File: config.mk
export PLATFORM = sky130hd
export DESIGN_NAME = serial_output_advancement
export DESIGN_NICKNAME = d
export VERILOG_FILES = /design/src/verilog/adv_pkg.sv /design/src/verilog/port_shift_if.sv /design/src/verilog/serial_output_advancement.sv /design/src/verilog/shift_store.sv /design/src/verilog/stream_advance.sv
export SDC_FILE = /design/constraint.sdc
export NUM_CORES = 1
export LEC_CHECK = 0
export BUFFER_PORTS_ARGS = -buffer_cell sky130_fd_sc_hd__buf_2
export CORE_UTILIZATION = 65
export DETAILED_ROUTE_END_ITERATION = 6
export GPL_TIMING_DRIVEN = 0
export PLACE_DENSITY = 0.85
export SETUP_SLACK_MARGIN = 0.05
export SYNTH_ARGS = -nofsm -noshare
export SYNTH_HDL_FRONTEND = slang
export SYNTH_SLANG_ARGS = --single-unit
File: constraint.sdc
create_clock -name clk -period 52.8 [get_ports clk]
set_input_delay 2.64 -clock clk [delete_from_list [all_inputs] [get_ports clk]]
set_output_delay 2.64 -clock clk [all_outputs]
set_load 0.02 [all_outputs]
File: src/verilog/adv_pkg.sv
package adv_pkg;

  localparam int NUM_STREAMS = 32;
  localparam int NUM_STREAMS_32M = 16;
  localparam int CODE_W = 2;
  localparam int STREAM_W = 5;
  localparam int REG_W = 16;
  localparam int DATA_W = 32;
  localparam int ADDR_W = 10;
  localparam int IDX_W = 8;
  localparam int IDX_LSB = 2;

  // Register indices; byte address is four times the index
  localparam logic [IDX_W-1:0] LOCAL_FIRST_IDX = 8'h83;
  localparam logic [IDX_W-1:0] LOCAL_LAST_IDX = 8'ha2;
  localparam logic [IDX_W-1:0] BACK_FIRST_IDX = 8'ha3;
  localparam logic [IDX_W-1:0] BACK_LAST_IDX = 8'hc2;

  localparam int CODE_LSB = 0;
  localparam logic [CODE_W-1:0] CODE_RESET = 2'h0;
  localparam logic [DATA_W-1:0] READ_UNMAPPED = 32'h0;
  localparam int CODE_BYTE = 0;

  // Advancement in system clock cycles
  localparam int MAX_ADV = 6;
  localparam int TAP_W = 3;
  localparam logic [TAP_W-1:0] MAX_ADV_TAP = 3'h6;
  localparam logic UNUSED_LEVEL = 1'b1;

  typedef enum {BUS_IDLE, BUS_ANSWER} bus_state_type;

  function automatic logic idx_in_range(input logic [IDX_W-1:0] idx, input logic [IDX_W-1:0] first,
                                        input logic [IDX_W-1:0] last);
    idx_in_range = (idx >= first) && (idx <= last);
  endfunction : idx_in_range

  function automatic logic [STREAM_W-1:0] stream_of(input logic [IDX_W-1:0] idx,
                                                   input logic [IDX_W-1:0] first);
    logic [IDX_W-1:0] diff;
    diff = idx - first;
    stream_of = diff[STREAM_W-1:0];
  endfunction : stream_of

  // Step of two cycles below 32 Mbps, one cycle at 32 Mbps
  function automatic logic [TAP_W-1:0] adv_cycles(input logic [CODE_W-1:0] code, input logic is_32m);
    adv_cycles = is_32m ? {1'b0, code} : {code, 1'b0};
  endfunction : adv_cycles

endpackage : adv_pkg

File: src/verilog/port_shift_if.sv
`timescale 1ns/1ps
interface port_shift_if;
  import adv_pkg::*;
  logic [NUM_STREAMS-1:0][CODE_W-1:0] live;
  logic [NUM_STREAMS-1:0][CODE_W-1:0] active;
  logic mode_32m;
  modport store (output live, output active, output mode_32m);
  modport apply (input active, input mode_32m);
  modport host (input live);
endinterface : port_shift_if

File: src/verilog/serial_output_advancement.sv
// Added by the designer: the Avalon-MM slave port.
`timescale 1ns/1ps
// Notes on behaviour
// - Thirty-two Local shift registers at indices 0x83 to 0xa2, one per stream.
// - Thirty-two Backplane shift registers at indices 0xa3 to 0xc2, one per stream.
// - Below 32 Mbps all 32 registers act; at 32 Mbps only 0 to 15.
// - Sixteen-bit register, code in bits 1:0, upper bits reserved zero, resets zero.
// - Below 32 Mbps codes 0..3 advance output by 0, 2, 4, 6 cycles.
// - At 32 Mbps codes 0..3 advance output by 0, 1, 2, 3 cycles.
// - Advancement counts system clock cycles, not stream clock cycles.
// - Code zero keeps the stream aligned with the generated frame pulse.
// - Each stream follows its own register independently of the others.
// - Backplane registers share field, codes and cycle counts with Local ones.
module serial_output_advancement (
  // Clock and reset
  input wire logic clk,
  input wire logic rst,
  // Avalon-MM slave
  input wire logic [adv_pkg::ADDR_W-1:0] address,
  input wire logic read,
  input wire logic write,
  input wire logic [adv_pkg::DATA_W-1:0] writedata,
  input wire logic [3:0] byteenable,
  output logic [adv_pkg::DATA_W-1:0] readdata,
  output logic waitrequest,
  // Core side, same clock, early by the largest advancement
  input wire logic frame_start_in,
  input wire logic local_rate_32m,
  input wire logic backplane_rate_32m,
  input wire logic [adv_pkg::NUM_STREAMS-1:0] local_stream_in,
  input wire logic [adv_pkg::NUM_STREAMS-1:0] backplane_stream_in,
  // Serial outputs
  output logic [adv_pkg::NUM_STREAMS-1:0] local_serial_out,
  output logic [adv_pkg::NUM_STREAMS-1:0] backplane_serial_out,
  output logic generated_frame_pulse
);
  import adv_pkg::*;

  ////////////////////////////////////////////////////////////////////////
  // Address decode

  logic [IDX_W-1:0] reg_idx;
  logic local_hit;
  logic back_hit;
  logic [STREAM_W-1:0] local_stream;
  logic [STREAM_W-1:0] back_stream;
  logic code_lane;

  assign reg_idx = address[IDX_LSB +: IDX_W];
  assign local_hit = idx_in_range(reg_idx, LOCAL_FIRST_IDX, LOCAL_LAST_IDX);
  assign back_hit = idx_in_range(reg_idx, BACK_FIRST_IDX, BACK_LAST_IDX);
  assign local_stream = stream_of(reg_idx, LOCAL_FIRST_IDX);
  assign back_stream = stream_of(reg_idx, BACK_FIRST_IDX);
  assign code_lane = byteenable[CODE_BYTE];

  ////////////////////////////////////////////////////////////////////////
  // Bus handshake: every access answers on the second edge

  bus_state_type state_reg;
  bus_state_type state_next;
  logic waitrequest_reg;
  logic waitrequest_next;
  logic [DATA_W-1:0] readdata_reg;
  logic [DATA_W-1:0] readdata_next;
  logic do_write;
  logic [CODE_W-1:0] wr_code;

  port_shift_if local_cfg ();
  port_shift_if back_cfg ();

  // Write lands on the edge where waitrequest is seen low
  assign do_write = (state_reg == BUS_ANSWER) && write && code_lane;
  assign wr_code = writedata[CODE_LSB +: CODE_W];

  always_comb begin
    state_next = state_reg;
    waitrequest_next = 1'b1;
    readdata_next = readdata_reg;
    case (state_reg)
      BUS_IDLE: begin
        if (read || write) begin
          state_next = BUS_ANSWER;
          waitrequest_next = 1'b0;
          // Reserved bits read as zero; unmapped reads give zero
          if (local_hit) begin
            readdata_next = {{(DATA_W-CODE_W){1'b0}}, local_cfg.live[local_stream]};
          end else if (back_hit) begin
            readdata_next = {{(DATA_W-CODE_W){1'b0}}, back_cfg.live[back_stream]};
          end else begin
            readdata_next = READ_UNMAPPED;
          end
        end
      end
      BUS_ANSWER: begin
        state_next = BUS_IDLE;
      end
      default: begin
        state_next = BUS_IDLE;
      end
    endcase
  end

  always_ff @(posedge clk or posedge rst) begin
    if (rst) begin
      state_reg <= BUS_IDLE;
      waitrequest_reg <= 1'b1;
      readdata_reg <= '0;
    end else begin
      state_reg <= state_next;
      waitrequest_reg <= waitrequest_next;
      readdata_reg <= readdata_next;
    end
  end

  assign waitrequest = waitrequest_reg;
  assign readdata = readdata_reg;

  ////////////////////////////////////////////////////////////////////////
  // Per-port code storage

  shift_store local_store (
    .clk(clk),
    .rst(rst),
    .wr_en(do_write && local_hit),
    .wr_stream(local_stream),
    .wr_code(wr_code),
    .frame_start(frame_start_in),
    .rate_32m(local_rate_32m),
    .cfg(local_cfg.store)
  );

  shift_store back_store (
    .clk(clk),
    .rst(rst),
    .wr_en(do_write && back_hit),
    .wr_stream(back_stream),
    .wr_code(wr_code),
    .frame_start(frame_start_in),
    .rate_32m(backplane_rate_32m),
    .cfg(back_cfg.store)
  );

  ////////////////////////////////////////////////////////////////////////
  // Delay lines

  stream_advance local_adv (
    .clk(clk),
    .rst(rst),
    .serial_in(local_stream_in),
    .cfg(local_cfg.apply),
    .serial_out(local_serial_out)
  );

  stream_advance back_adv (
    .clk(clk),
    .rst(rst),
    .serial_in(backplane_stream_in),
    .cfg(back_cfg.apply),
    .serial_out(backplane_serial_out)
  );

  ////////////////////////////////////////////////////////////////////////
  // Frame pulse, delayed to match a stream at code zero

  logic [MAX_ADV:0] fp_line_reg;
  logic fp_out_reg;

  always_ff @(posedge clk or posedge rst) begin
    if (rst) begin
      fp_line_reg <= '0;
      fp_out_reg <= 1'b0;
    end else begin
      fp_line_reg <= {fp_line_reg[MAX_ADV-1:0], frame_start_in};
      fp_out_reg <= fp_line_reg[MAX_ADV];
    end
  end

  assign generated_frame_pulse = fp_out_reg;

endmodule : serial_output_advancement

File: src/verilog/shift_store.sv
`timescale 1ns/1ps
module shift_store (
  // Clock and reset
  input wire logic clk,
  input wire logic rst,
  // Register write
  input wire logic wr_en,
  input wire logic [adv_pkg::STREAM_W-1:0] wr_stream,
  input wire logic [adv_pkg::CODE_W-1:0] wr_code,
  // Frame timing and port rate
  input wire logic frame_start,
  input wire logic rate_32m,
  // Codes toward the delay lines
  port_shift_if.store cfg
);
  import adv_pkg::*;

  logic [NUM_STREAMS-1:0][CODE_W-1:0] live_reg;
  logic [NUM_STREAMS-1:0][CODE_W-1:0] active_reg;
  logic mode_32m_reg;

  always_ff @(posedge clk or posedge rst) begin
    if (rst) begin
      live_reg <= '0;
    end else if (wr_en) begin
      live_reg[wr_stream] <= wr_code;
    end
  end

  // Applied only at the frame boundary so no bit period is cut short
  always_ff @(posedge clk or posedge rst) begin
    if (rst) begin
      active_reg <= '0;
      mode_32m_reg <= 1'b0;
    end else if (frame_start) begin
      active_reg <= live_reg;
      mode_32m_reg <= rate_32m;
    end
  end

  assign cfg.live = live_reg;
  assign cfg.active = active_reg;
  assign cfg.mode_32m = mode_32m_reg;

endmodule : shift_store

File: src/verilog/stream_advance.sv
`timescale 1ns/1ps
module stream_advance (
  // Clock and reset
  input wire logic clk,
  input wire logic rst,
  // Streams from the core, early by the largest advancement
  input wire logic [adv_pkg::NUM_STREAMS-1:0] serial_in,
  // Codes in force
  port_shift_if.apply cfg,
  // Shifted streams
  output logic [adv_pkg::NUM_STREAMS-1:0] serial_out
);
  import adv_pkg::*;

  logic [MAX_ADV:0][NUM_STREAMS-1:0] line_reg;
  logic [NUM_STREAMS-1:0] tap;
  logic [NUM_STREAMS-1:0] out_reg;

  always_ff @(posedge clk or posedge rst) begin
    if (rst) begin
      line_reg <= '0;
    end else begin
      line_reg <= {line_reg[MAX_ADV-1:0], serial_in};
    end
  end

  // Less delay means more advancement against the frame pulse
  genvar s;
  generate
    for (s = 0; s < NUM_STREAMS; s++) begin : g_tap
      logic [TAP_W-1:0] depth;
      assign depth = MAX_ADV_TAP - adv_cycles(cfg.active[s], cfg.mode_32m);
      if (s < NUM_STREAMS_32M) begin : g_low
        assign tap[s] = line_reg[depth][s];
      end else begin : g_high
        assign tap[s] = cfg.mode_32m ? UNUSED_LEVEL : line_reg[depth][s];
      end
    end
  endgenerate

  always_ff @(posedge clk or posedge rst) begin
    if (rst) begin
      out_reg <= '0;
    end else begin
      out_reg <= tap;
    end
  end

  assign serial_out = out_reg;

endmodule : stream_advance

[Word level (Yosys, flattened, before mapping)]
Cells that the tools add are included.
Widths: inputs -> output; s select.
Cells by class
  $add $sub $neg: 66
  order comparisons: 72
  equal/unequal tests: 2
  muxes and demuxes: 240
  reduce and logical (&&, ||, !) cells: 11
Operators by type and width (count)
  $bmux 32 s3: 64
  $lt 3x4->1 const B: 64
  $mux 3: 66
  $sub 3x3->3 const A: 64
  $bwmux 64: 2
  $mux 32: 4
  $mux 31: 2
  $mux 30: 2
  $mux 29: 2
  $mux 28: 2
  $mux 27: 2
  $mux 26: 2
  $mux 25: 2
  $mux 24: 2
  $mux 23: 2
  $mux 22: 2
  $mux 21: 2
  $mux 20: 2
  $mux 19: 2
  $mux 1: 36
  $mux 18: 2
  $mux 17: 2
  $eq 32x2->1 const B: 1
  $logic_not 32->1: 1
  25 further kinds: 59
Word-level totals
  bits in registers: 843
  bits of input ports: 117
  output and inout port bits: 98
  logic and storage cells: 542

[Depth between registers and ports, before layout]
Gate-level depths: netlist of the first run.
  depth after elaboration: 6
  gate-level depth with buffers: 12
  gate-level depth less buffers: 8

[Hierarchy]
A second synthesis of the first run with hierarchy kept.
Second synthesis, totals
  cell total of the unflattened synthesis: 1576
  area, all modules: 27684.1 um^2
By module, submodules not included
  stream_advance: times used 2, cells an instance 374, area an instance 7811.2 um^2
  shift_store: times used 2, cells an instance 320, area an instance 5017.3 um^2
  serial_output_advancement: times used 1, cells an instance 188, area an instance 2026.9 um^2

[Worst setup path before layout of the first run]
Ideal clock, no wire load.
  kind: input-to-reg
  from: in address[2] (netlist name)
  to: reg readdata_reg[0], in the netlist readdata[0]
  setup time: 0.136 ns
  data arrival time: 4.951 ns
  required time: 52.664 ns
  setup slack: 47.713 ns
  stages: 12
  path buffers: 5
  cell sequence: buf_2 -> buf_2 -> inv_1 -> ha_1 -> buf_2 -> buf_2 -> buf_2 -> mux4_2 -> o21ai_0 -> o21ai_0 -> a2111oi_0 -> o211ai_1
On the way
  longest elaborated chain between the ends: 5
  elaborated cells on any way between the ends: 14
  those cells by class: add/sub (2); order compare (4); mux (6); reduce/logical (2)
RTL lines
  from (decl): RTL line serial_output_advancement.sv:19  | input wire logic [adv_pkg::ADDR_W-1:0] address,
  $sub 5x2->5: RTL line adv_pkg.sv:40  | diff = idx - first;
  $bmux 2 s5: RTL line serial_output_advancement.sv:88  | readdata_next = {{(DATA_W-CODE_W){1'b0}}, back_cfg.live[back_stream]};
  $mux 2 (implied by the code): RTL line serial_output_advancement.sv:88
  $mux 2: RTL line serial_output_advancement.sv:87  | end else if (back_hit) begin
  $mux 2 (*): RTL line serial_output_advancement.sv:85  | if (local_hit) begin
  to (signal assigned): RTL line serial_output_advancement.sv:111  | readdata_reg <= readdata_next;
  to (decl): RTL line serial_output_advancement.sv:63  | logic [DATA_W-1:0] readdata_reg;
Mark *: on every way between the ends. The rest lies on a longest branch, timed or not. The select of a mux whose other input is x is not followed.
A chain may end at the register's enable or synchronous reset.

[Worst setup path in the final report of the first run]
Same ends and word-level chain as after synthesis.

==> results of run 1 <==
-- power groups by stage --
stage	registers, W	clock network, W	logic [W]
after global placement	0.000648	0	0.0000746
after global routing	0.000640	0.000572	0.0000856
final	0.000638	0.000541	0.0000786
after CTS	0.000638	0.000550	0.0000795
after detailed placement	0.000648	0	0.0000787
after floorplan	0.000648	0	0.0000499
-- path summary, 6_finish.rpt --
path | start | to | slack [ns] | cells past startpoint
worst max-delay path | address[2] | readdata[0] | 46.91 | 13
worst min-delay path | fp_line_reg[6] | generated_frame_pulse | 0.35 | 0
worst max register to register | back_store.cfg.mode_32m | back_adv.serial_out[14] | 48.66 | 9
worst min register to register | fp_line_reg[6] | generated_frame_pulse | 0.35 | 0
max in group asynchronous | rst | back_adv.serial_out[2] | 49.28 | 4
min in group asynchronous | rst | local_adv.line_reg[25] | 2.10 | 2
-- metrics by stage --
| step | cells | total power, W |
|---|---|---|
| after floorplan | 2154 | 0.0006982 |
| after CTS | 3051 | 0.001268 |
| final | 3054 | 0.001258 |
| after global routing | 3051 | 0.001298 |
| after detailed placement | 2922 | 0.0007268 |
| after global placement | 2916 | 0.0007226 |
-- cell families (layout without fill, tap and decap cells) --
kind of cell | count (synthesis) | in the layout | share of synthesized area, %
DFF | 782 | 782 | 62.19
and+or+nand+nor | 326 | 326 | 5.216
other | 1 | 33 | 0.01192
muxes | 544 | 544 | 22.53
xor gates and xnor gates | 67 | 67 | 1.889
AOI/OAI and AO/OA | 104 | 104 | 2.219
buffers and inverters | 232 | 514 | 3.208
adders and majority gates | 69 | 69 | 2.743
-- cells in the mapped netlist, drive strengths merged, types with 2 or more instances --
cell	n	area [um^2]
dfrtp	781	19540
mux2	354	3986
nand2	99	391.6
clkbuf	96	360.4
mux4	96	2162
mux2i	94	940.9
inv	80	300.3
nor2	74	277.8
ha	69	863.3
and2	64	400.4
o22ai	63	394.1
xnor2	63	559.3
buf	56	349.1
nand2b	35	219.0
nor2b	32	200.2
a21oi	12	67.57
nand3	8	40.04
a211oi	5	37.54
o21ai	5	25.02
nor3	4	31.28
xor2	4	35.03
a2111oi	3	26.28
a211o	3	26.28
o211ai	3	22.52
a21boi	2	15.01
a2bb2oi	2	23.77
nor4bb	2	20.02
o2111ai	2	17.52
or2	2	12.51
-- per-layer routing --
metal | vias up | track usage (%) | share of wire [%]
met4 | 4 | 7.460 | 2.5
met2 | 416 | 44.56 | 50
met3 | 127 | 5.208 | 5.2
li1 | 7841 | - | -
met5 | - | 0 | 0.036
met1 | 9187 | 37.49 | 42
-- layout make-up --
class | count | area [um^2] | share of cell area (%)
inverters | 80 | 307.8 | 0.8610
multi-input cells | 1140 | 11000 | 30.77
diodes | 3 | 7.507 | 0.02100
flip-flops and latches | 782 | 19570 | 54.74
well taps | 615 | 769.5 | 2.152
plain buffers | 152 | 709.4 | 1.984
clock inverters | 16 | 191.4 | 0.5355
clock buffers | 113 | 2295 | 6.419
repair buffers | 153 | 900.9 | 2.520
-- worst max-delay path, cell delays in order --
cell and delay [ns]:
buf_2 0.12, buf_2 0.18, buf_2 0.33, inv_1 0.23
ha_1 0.33, buf_2 0.21, buf_2 0.34, buf_2 0.40
mux4_2 0.41, o21ai_0 0.10, o21ai_0 0.12, a2111oi_0 0.75
o211ai_1 0.16
==> impl_results.rst, run 1 <==
.. list-table::
   :header-rows: 1

   * - Metric
     - Value
   * - Standard-cell row count
     - 80
   * - Number of hold-repair buffers added at the cts stage
     - 0
   * - Number of standard cells after synthesis
     - 2125
   * - RSZ-0062 raised after global routing
     - false
   * - Count of boundary I/O pins
     - 215
   * - Register area share after synthesis
     - 62.19%
   * - Min cycle time layout
     - slightly below 6 ns
   * - Post-synthesis sequential element count
     - roughly 800
   * - Clock skew after layout
     - 0.01218 ns
   * - Grt ovf
     - 0
   * - Flip-flop cell with the highest count after synthesis
     - dfrtp_1
   * - Filler instances
     - 2807
   * - Commonest non-fill, non-tap cell in the layout
     - dfrtp_1
   * - Async S/R FF share, synth
     - between 90% and 100%
   * - Sum of net half-perimeters after detailed placement
     - between 40 and 50 mm
   * - Share of the clock period used by the worst path
     - around 11%
   * - CTS tree
     - done
   * - Fmax
     - 169.7 MHz
   * - Clock sink count
     - between 700 and 800
   * - DRC viols
     - 0
   * - Number of antenna-violating nets in the routed design
     - 0
   * - Setup slack at placement
     - 46.51 ns
   * - Floorplan Core Area
     - 47750 um^2
   * - Max-cap violations
     - 0
   * - Critical path class
     - input pin to flop
   * - Resized cells post-CTS
     - 0
   * - Placement-stage cell area
     - 33260 um^2
   * - Syn. warnings
     - 0
   * - Number of antenna violations at the first check in global routing
     - 4
   * - Hold violation total from the final report
     - 0
   * - Post-Syn Area per Cell
     - 14.81 um^2
   * - Headroom to the max-slew limit
     - 36.40%
   * - Required time of the critical path
     - 53.25 ns
   * - Power per Cell Area
     - 35.18 nW/um^2
   * - Worst hold margin
     - ~0.35 ns
   * - Portion of total power attributed to sequential cells
     - between 50 and 60%
   * - Worst IR Drop VDD
     - 0.02821 mV
   * - Summed negative setup slack over all endpoints
     - 0 ns
   * - Aggregate routed wire length
     - 63.80 mm
   * - Count of different cell masters after synthesis
     - 49
   * - Vert. Die Dim
     - 222.0 um
   * - Utilization after layout
     - 74.88%
   * - Clk Tree Root Cell
     - clkbuf_16
   * - Most frequent cells in the layout
     - 781 x dfrtp_1, 348 x mux2_2, 162 x buf_2
   * - Part of the power in the clock network
     - 43.0%
   * - Count of H-tree levels built during CTS
     - 3
   * - Iter 0 DRT Violations
     - 1167
   * - Clk pin slew, worst setup/hold paths
     - 0.06 ns
   * - Total of buffers placed on input and output ports
     - about 150
   * - Initial cell density of the core
     - 65.91%
   * - Post-synth design cell area
     - 31470 um^2
   * - Setup slack after layout
     - 46.91 ns
   * - Ratio of cells with drive above 1 in the final layout
     - 31.90%
   * - Detail-routed net length per standard cell
     - 20.89 um
   * - Overall routing resource usage
     - ~27%
   * - Startpoint type of the worst setup path
     - input pin
   * - Result of the run
     - finished clean
   * - Internal Dissipation
     - 0.0009729 W
   * - Actual transition at the worst max-transition pin
     - 0.9391 ns
   * - Cell leakage power
     - 16.73 nW
   * - Via count of the first global-routing pass
     - roughly 19k
   * - Net total in the final layout
     - ~2.6k
   * - Chip width
     - 222.0 um
   * - Pin count of the biggest net entering global routing
     - around 140
   * - Worst-path maximum fanout
     - 10
   * - Post-route design area
     - 35750 um^2
   * - Die area
     - 49300 um^2
   * - Finish-stage setup viols
     - 0
   * - Gate power share
     - 6.2%
   * - First-pass iteration count of the detailed router
     - 7
   * - Class of the most critical hold timing path
     - flop to flop
   * - Global-route wire length before repair
     - 104.1 mm
   * - Max-slew violation total from the final report
     - 0
   * - Total clock buffers created by CTS
     - 77
   * - Gpl congestion
     - roughly 0.87
   * - Number of enable flip-flop cells after synthesis
     - 0
   * - Worst Path Arrival
     - 6.34 ns
   * - Clock Path Buffers
     - 3
   * - Growth of design area from synthesis to finish
     - 13.60%
   * - Latest clock arrival within the worst-skew pair
     - 0.61 ns
   * - Number of vias in the routed layout
     - 17.58k
   * - Sw Ratio
     - between 20% and 30%
   * - Buffer count from post-CTS setup fixing
     - 0
   * - Net switching power figure
     - 0.0002848 W
   * - Detailed-route vias per instance
     - 5.755
   * - Worst setup EP type
     - flop
No activity file was read; power rests on OpenSTA's default activity.
==> inputs of run 2 (changes only) <==
- CORE_UTILIZATION: 65 -> 54
- PLACE_DENSITY: 0.85 -> 0.75
- clock period: 52.8 -> 5.35 ns (I/O delays scaled with it)
==> run 2 against run 1 <==
Effect of this change:
- wire length is 2.6% higher
- flip-flop and latch count unchanged
- utilization is 10 points lower
- worst hold slack worse by 0.30 ns
- final area is 3.7% higher
- sequential share of layout area fell by 2.0 points
- cell count grew 8.1%
- via count up 1.8%
- global-route usage decreased by 4.0 points
- critical path depth down 4
- worst setup slack got worse by 46 ns
- critical path type is now flop to flop
- critical endpoint is now back_adv.serial_out[8]
- highest routed layer unchanged
==> impl_results.rst, run 2 (synthesized netlist as in run 1, its figures left out) <==
.. list-table::
   :header-rows: 1

   * - Metric
     - Value
   * - Worst-path maximum fanout
     - 10
   * - Clock skew after layout
     - 0.02097 ns
   * - RSZ-0062 raised after global routing
     - false
   * - Worst Reg-to-Reg Cells
     - 9
   * - Worst hold stages
     - 3
   * - Resized cells post-CTS
     - 0
   * - Gpl congestion
     - 0.8453
   * - Vert. Die Dim
     - 243.4 um
   * - Hold violation total from the final report
     - 0
   * - Launch instance of the worst register-to-register path
     - back_store.cfg.mode_32m
   * - Max-slew violation total from the final report
     - 0
   * - Worst setup EP type
     - flop
   * - Worst min-delay path startpoint
     - write
   * - Kind of cell adding the most delay to the critical path
     - buffers and inverters
   * - Standard-cell row count
     - 88
   * - Utilization after layout
     - 64.40%
   * - Required time of the critical path
     - 5.85 ns
   * - Worst Path Arrival
     - 4.72 ns
   * - Sum of net half-perimeters after detailed placement
     - 44.50 mm
   * - Commonest non-fill, non-tap cell in the layout
     - dfrtp_1
   * - Storage element area
     - 19570 um^2
   * - Ratio of cells with drive above 1 in the final layout
     - 31.79%
   * - Detailed-route vias per instance
     - 5.424
   * - Startpoint type of the worst setup path
     - flop
   * - Via count of the first global-routing pass
     - 19.55k
   * - Actual transition at the worst max-transition pin
     - ~1.1 ns
   * - Number of antenna-violating nets in the routed design
     - 0
   * - Count of boundary I/O pins
     - 215
   * - Placement-stage cell area
     - 33680 um^2
   * - Total of buffers placed on input and output ports
     - 147
   * - Growth of design area from synthesis to finish
     - 17.84%
   * - Most frequent cells in the layout
     - 781 x dfrtp_1, 348 x mux2_2, 162 x buf_2
   * - Pin count of the biggest net entering global routing
     - 47
   * - Setup slack at placement
     - between 1 and 1.5 ns
   * - Destination of the worst hold path
     - state_reg[0]
   * - First-pass iteration count of the detailed router
     - 5
   * - Result of the run
     - finished clean
   * - Clk pin slew, worst setup/hold paths
     - 0.06 ns
   * - Grt ovf
     - 0
   * - Critical path class
     - flop to flop
   * - Master of the slowest instance on the critical path
     - clkbuf_1
   * - Iter 0 DRT Violations
     - 1110
   * - Cell leakage power
     - 17.25 nW
   * - Filler instances
     - 4130
   * - Buffers & Inverters on Critical Path
     - 5
   * - Headroom to the max-slew limit
     - 22.58%
   * - Post-route design area
     - 37090 um^2
   * - Largest incremental delay on the critical path
     - 0.71 ns
   * - Floorplan Core Area
     - 57590 um^2
   * - Overall routing resource usage
     - 23.07%
   * - Count of H-tree levels built during CTS
     - 3
   * - Overall power consumption
     - 0.01284 W
   * - Clock Path Buffers
     - 3
   * - Class of the most critical hold timing path
     - input pin to flop
   * - Latest clock arrival within the worst-skew pair
     - 0.63 ns
   * - Area used by multi-input combinational logic
     - ~11000 um^2
   * - Total clock buffers created by CTS
     - 80
   * - Net total in the final layout
     - ~2.7k
   * - Capturing point of the worst reg2reg path
     - back_adv.serial_out[8]
   * - Chip width
     - 243.4 um
   * - Number of antenna violations at the first check in global routing
     - 3
   * - Global-route wire length before repair
     - 107.5 mm
   * - Power per Cell Area
     - 346.3 nW/um^2
   * - Critical Path, Cell by Cell
     - clkbuf_1 > buf_2 > buf_2 > clkbuf_1 > mux2_2 > ha_1 > inv_1 > mux4_2 > mux2_2
   * - Fmax
     - 237.0 MHz
   * - Max-cap violations
     - 0
   * - Antenna diode count
     - 0
   * - Aggregate routed wire length
     - 65.49 mm
   * - Share of the clock period used by the worst path
     - between 70 and 80%
   * - Summed negative setup slack over all endpoints
     - 0 ns
   * - Number of vias in the routed layout
     - 17.90k
   * - Initial cell density of the core
     - between 50% and 60%
   * - Reg2reg setup slack
     - about 1.1 ns
   * - Clk Tree Root Cell
     - clkbuf_16
   * - Finish-stage setup viols
     - 0
   * - Min cycle time layout
     - 4.219 ns
   * - Die area
     - 59250 um^2
   * - Worst IR Drop VDD
     - 0.2881 mV
   * - Detail-routed net length per standard cell
     - 19.85 um
   * - DRC viols
     - 0
   * - CTS tree
     - done
   * - Clock sink count
     - roughly 780
   * - Setup slack after layout
     - 1.131 ns
## run 2: tightest hold or removal path, stage by stage
cell	delay [ns]
buf_2	0.10
nor2_1	0.11
nor2_1	0.12
## run 2: layout make-up
cell class              count  area share (%)
plain buffers             152           1.913
flip-flops and latches    782           52.77
multi-input cells        1140           29.66
clock buffers             114           6.350
well taps                 765           2.581
inverters                  80          0.8198
clock inverters            31          0.9615
repair buffers            236           4.946
## run 2: where the power goes
part | switching [W] | total, W | internal (W)
Combinational | 0.000494 | 0.000842 | 0.000347
Clock | 0.00230 | 0.00571 | 0.00341
Sequential | 0.000138 | 0.00629 | 0.00616
## run 2: stage by stage
stage / hold WS, ns / instances
floorplan: 0.2989 / 2154
global placement: 0.3321 / 3066
detailed placement: 0.3004 / 3086
CTS: 0.004406 / 3300
global route: 0.04126 / 3300
finish: 0.04605 / 3300
## run 2: worst max-delay path by stage
stage	startpoint	endpoint	slack (ns)	depth (start not counted)
floorplan	rst	back_adv.line_reg[0]	-5.65	1
CTS	back_store.cfg.mode_32m	back_adv.serial_out[8]	1.15	9
global placement	rst	back_adv.serial_out[9]	-8.84	2
detailed placement	address[2]	readdata[0]	1.13	13
global route	back_store.cfg.mode_32m	back_adv.serial_out[8]	1.03	9
finish	back_store.cfg.mode_32m	back_adv.serial_out[8]	1.13	9
## run 2: timing repair
item	CTS	global route
hold buffers	69	0
endpoints found under the setup margin	0	0
buffers inserted	0	0
hold endpoints to repair	114	0
## run 2: layer usage
layer	global-route usage [%]	vias up	routed length (um)
met2	37.38	381	32250
met3	4.560	135	3024
met5	0	-	36
li1	-	8026	-
met1	31.40	9351	28190
met4	7.732	6	1990
==> inputs of run 3 (changes only) <==
- CORE_UTILIZATION: 54 -> 60
- PLACE_DENSITY: 0.75 -> 0.79
- clock period: 5.35 -> 4.37 ns (I/O delays scaled with it)
==> run 3 against run 2 <==
Effect of this change:
- largest power group unchanged
- flip-flop and latch count unchanged
- worst setup slack lost 0.61 ns
- count of clock-buffer cells in the layout is 3 lower
- final area fell by 0.99%
- highest routed layer unchanged
==> impl_results.rst, run 3 (synthesized netlist as in run 1, its figures left out) <==
.. list-table::
   :header-rows: 1

   * - Metric
     - Value
   * - Worst-path maximum fanout
     - 19
   * - Met2 Track Usage GR
     - about two fifths
   * - Ratio of cells with drive above 1 in the final layout
     - 31.49%
   * - Post-route design area
     - 36720 um^2
   * - Buffer count from post-CTS setup fixing
     - 0
   * - Growth of design area from synthesis to finish
     - 16.68%
   * - Sw Ratio
     - 22.55%
   * - Min cycle time layout
     - 3.845 ns
   * - Total clock buffers created by CTS
     - 78
   * - Count of boundary I/O pins
     - 215
   * - Actual transition at the worst max-transition pin
     - 0.9072 ns
   * - Net switching power figure
     - ~0.0034 W
   * - Startpoint type of the worst setup path
     - flop
   * - Utilization after layout
     - 71.14%
   * - Placement-stage cell area
     - approximately 34000 um^2
   * - Clock sink count
     - 782
   * - Portion of total power attributed to sequential cells
     - 50.7%
   * - RSZ-0062 raised after global routing
     - false
   * - Finish-stage setup viols
     - 0
   * - DRC viols
     - 0
   * - Class of the most critical hold timing path
     - input pin to flop
   * - Chip width
     - 231.0 um
   * - Share of the clock period used by the worst path
     - 87.98%
   * - Number of instances in the placed design
     - 3000
   * - Number of antenna violations at the first check in global routing
     - 4
   * - Part of the power in the clock network
     - 42.6%
   * - Setup slack at placement
     - 0.2457 ns
   * - Net total in the final layout
     - 2655
   * - Resized cells post-CTS
     - 0
   * - Standard-cell row count
     - 83
   * - Critical path class
     - flop to flop
   * - Vert. Die Dim
     - 231.0 um
   * - Aggregate routed wire length
     - between 60 and 70 mm
   * - Internal Dissipation
     - 0.01177 W
   * - Global-route wire length before repair
     - 104.0 mm
   * - Sum of net half-perimeters after detailed placement
     - 43.20 mm
   * - Hold violation total from the final report
     - 0
   * - Commonest non-fill, non-tap cell in the layout
     - dfrtp_1
   * - Overall routing resource usage
     - 25.02%
   * - Detail-routed net length per standard cell
     - roughly 20 um
   * - Number of antenna-violating nets in the routed design
     - 0
   * - Pin count of the biggest net entering global routing
     - 48
   * - Worst setup EP type
     - flop
   * - Headroom to the max-slew limit
     - 37.95%
   * - Grt ovf
     - 0
   * - Clk Tree Root Cell
     - clkbuf_16
   * - Worst hold stages
     - 2
   * - Number of vias in the routed layout
     - 17.74k
   * - Setup slack after layout
     - 0.5254 ns
   * - Met3 layer usage reported by global route
     - 5.081%
   * - Gpl congestion
     - around 0.88
   * - Floorplan Core Area
     - 51610 um^2
   * - Worst Path Arrival
     - approximately 4.3 ns
   * - Worst Reg-to-Reg Cells
     - 9
   * - Most frequent cells in the layout
     - 781 x dfrtp_1, 348 x mux2_2, 162 x buf_2
   * - Cell leakage power
     - 17.13 nW
   * - Die area
     - 53370 um^2
   * - Max-cap violations
     - 0
   * - Worst IR Drop VDD
     - approximately 0.37 mV
   * - Clock Path Buffers
     - 3
   * - Total of buffers placed on input and output ports
     - 147
   * - CTS tree
     - done
   * - Detailed-route vias per instance
     - 5.543
   * - Iter 0 DRT Violations
     - around 1.2k
   * - Count of H-tree levels built during CTS
     - 3
   * - Clock skew after layout
     - between 0.02 and 0.025 ns
   * - Met1 Usage GRT
     - between 30% and 40%
   * - Result of the run
     - finished clean
   * - First-pass iteration count of the detailed router
     - 5
   * - Gate power share
     - 6.7%
   * - Via count of the first global-routing pass
     - 19.09k
   * - Fmax
     - 260.1 MHz
   * - Required time of the critical path
     - approximately 4.8 ns
   * - Power per Cell Area
     - 413.8 nW/um^2
   * - Most Used Layer, Global Route
     - met2
   * - Max-slew violation total from the final report
     - 0
   * - Post-Layout Cell Count
     - 3200
   * - Initial cell density of the core
     - 60.97%
   * - Clk pin slew, worst setup/hold paths
     - 0.06 ns
   * - Latest clock arrival within the worst-skew pair
     - 0.61 ns
[run 3: power by group through the flow]
stage                     combinational (W)  sequential, W  clock [W]
after detailed placement           0.000971        0.00783          0
after global placement             0.000903        0.00783          0
after global routing                0.00111        0.00774    0.00689
after floorplan                    0.000604        0.00784          0
after CTS                           0.00103        0.00771    0.00662
final                               0.00101        0.00771    0.00647
[run 3: timing repair]
item                       in CTS  in global routing
setup endpoints to repair       0                  1
hold buffers                   70                  0
hold endpoints to repair      103                  0
[run 3: routing by layer]
metal	part of all wire [%]	vias to the layer above
met4	3.1	6
met1	43	9163
met3	4.9	151
li1	-	8020
met5	0.062	-
met2	49	398
[run 3: critical path, cell delays in order, from the launching register on]
cell and delay [ns]:
dfrtp_1 0.58, clkbuf_1 0.59, buf_2 0.38, buf_2 0.56, mux2_2 0.41, ha_1 0.27, inv_1 0.10, mux4_2 0.30
mux2i_1 0.39, nand2b_1 0.12
[run 3: path summary, 6_finish.rpt]
kind                                          from                  endpoint  slack (ns)
max                        back_store.cfg.mode_32m   back_adv.serial_out[31]        0.53
min                        backplane_stream_in[25]     back_adv.line_reg[25]        0.24
max reg2reg                back_store.cfg.mode_32m   back_adv.serial_out[31]        0.53
min reg2reg                         fp_line_reg[1]            fp_line_reg[2]        0.34
max in group asynchronous                      rst   local_adv.line_reg[107]        2.30
min in group asynchronous                      rst  local_adv.serial_out[24]        0.30
[run 3: final cells by class]
| class | instances | area, um^2 |
|---|---|---|
| Inverter | 80 | 304.0 |
| Tap cell | 680 | 850.8 |
| Fill cell | 3292 | 14890 |
| Timing Repair Buffer | 236 | 1817 |
| Clock buffer | 111 | 2297 |
| Buffer | 151 | 705.7 |
| Clock inverter | 18 | 171.4 |
| Multi-Input combinational cell | 1140 | 11000 |
| Sequential cell | 782 | 19570 |
| Antenna cell | 2 | 5.005 |
[run 3: stage by stage]
stage	total power, W	setup TNS (ns)	hold WS, ns
after floorplan	0.008440	-5139.88	0.2499
after global placement	0.008738	-7565.86	0.3262
after detailed placement	0.008803	0	0.3278
after CTS	0.01536	0	0.2104
after global routing	0.01574	0	0.2268
final	0.01519	0	0.2435
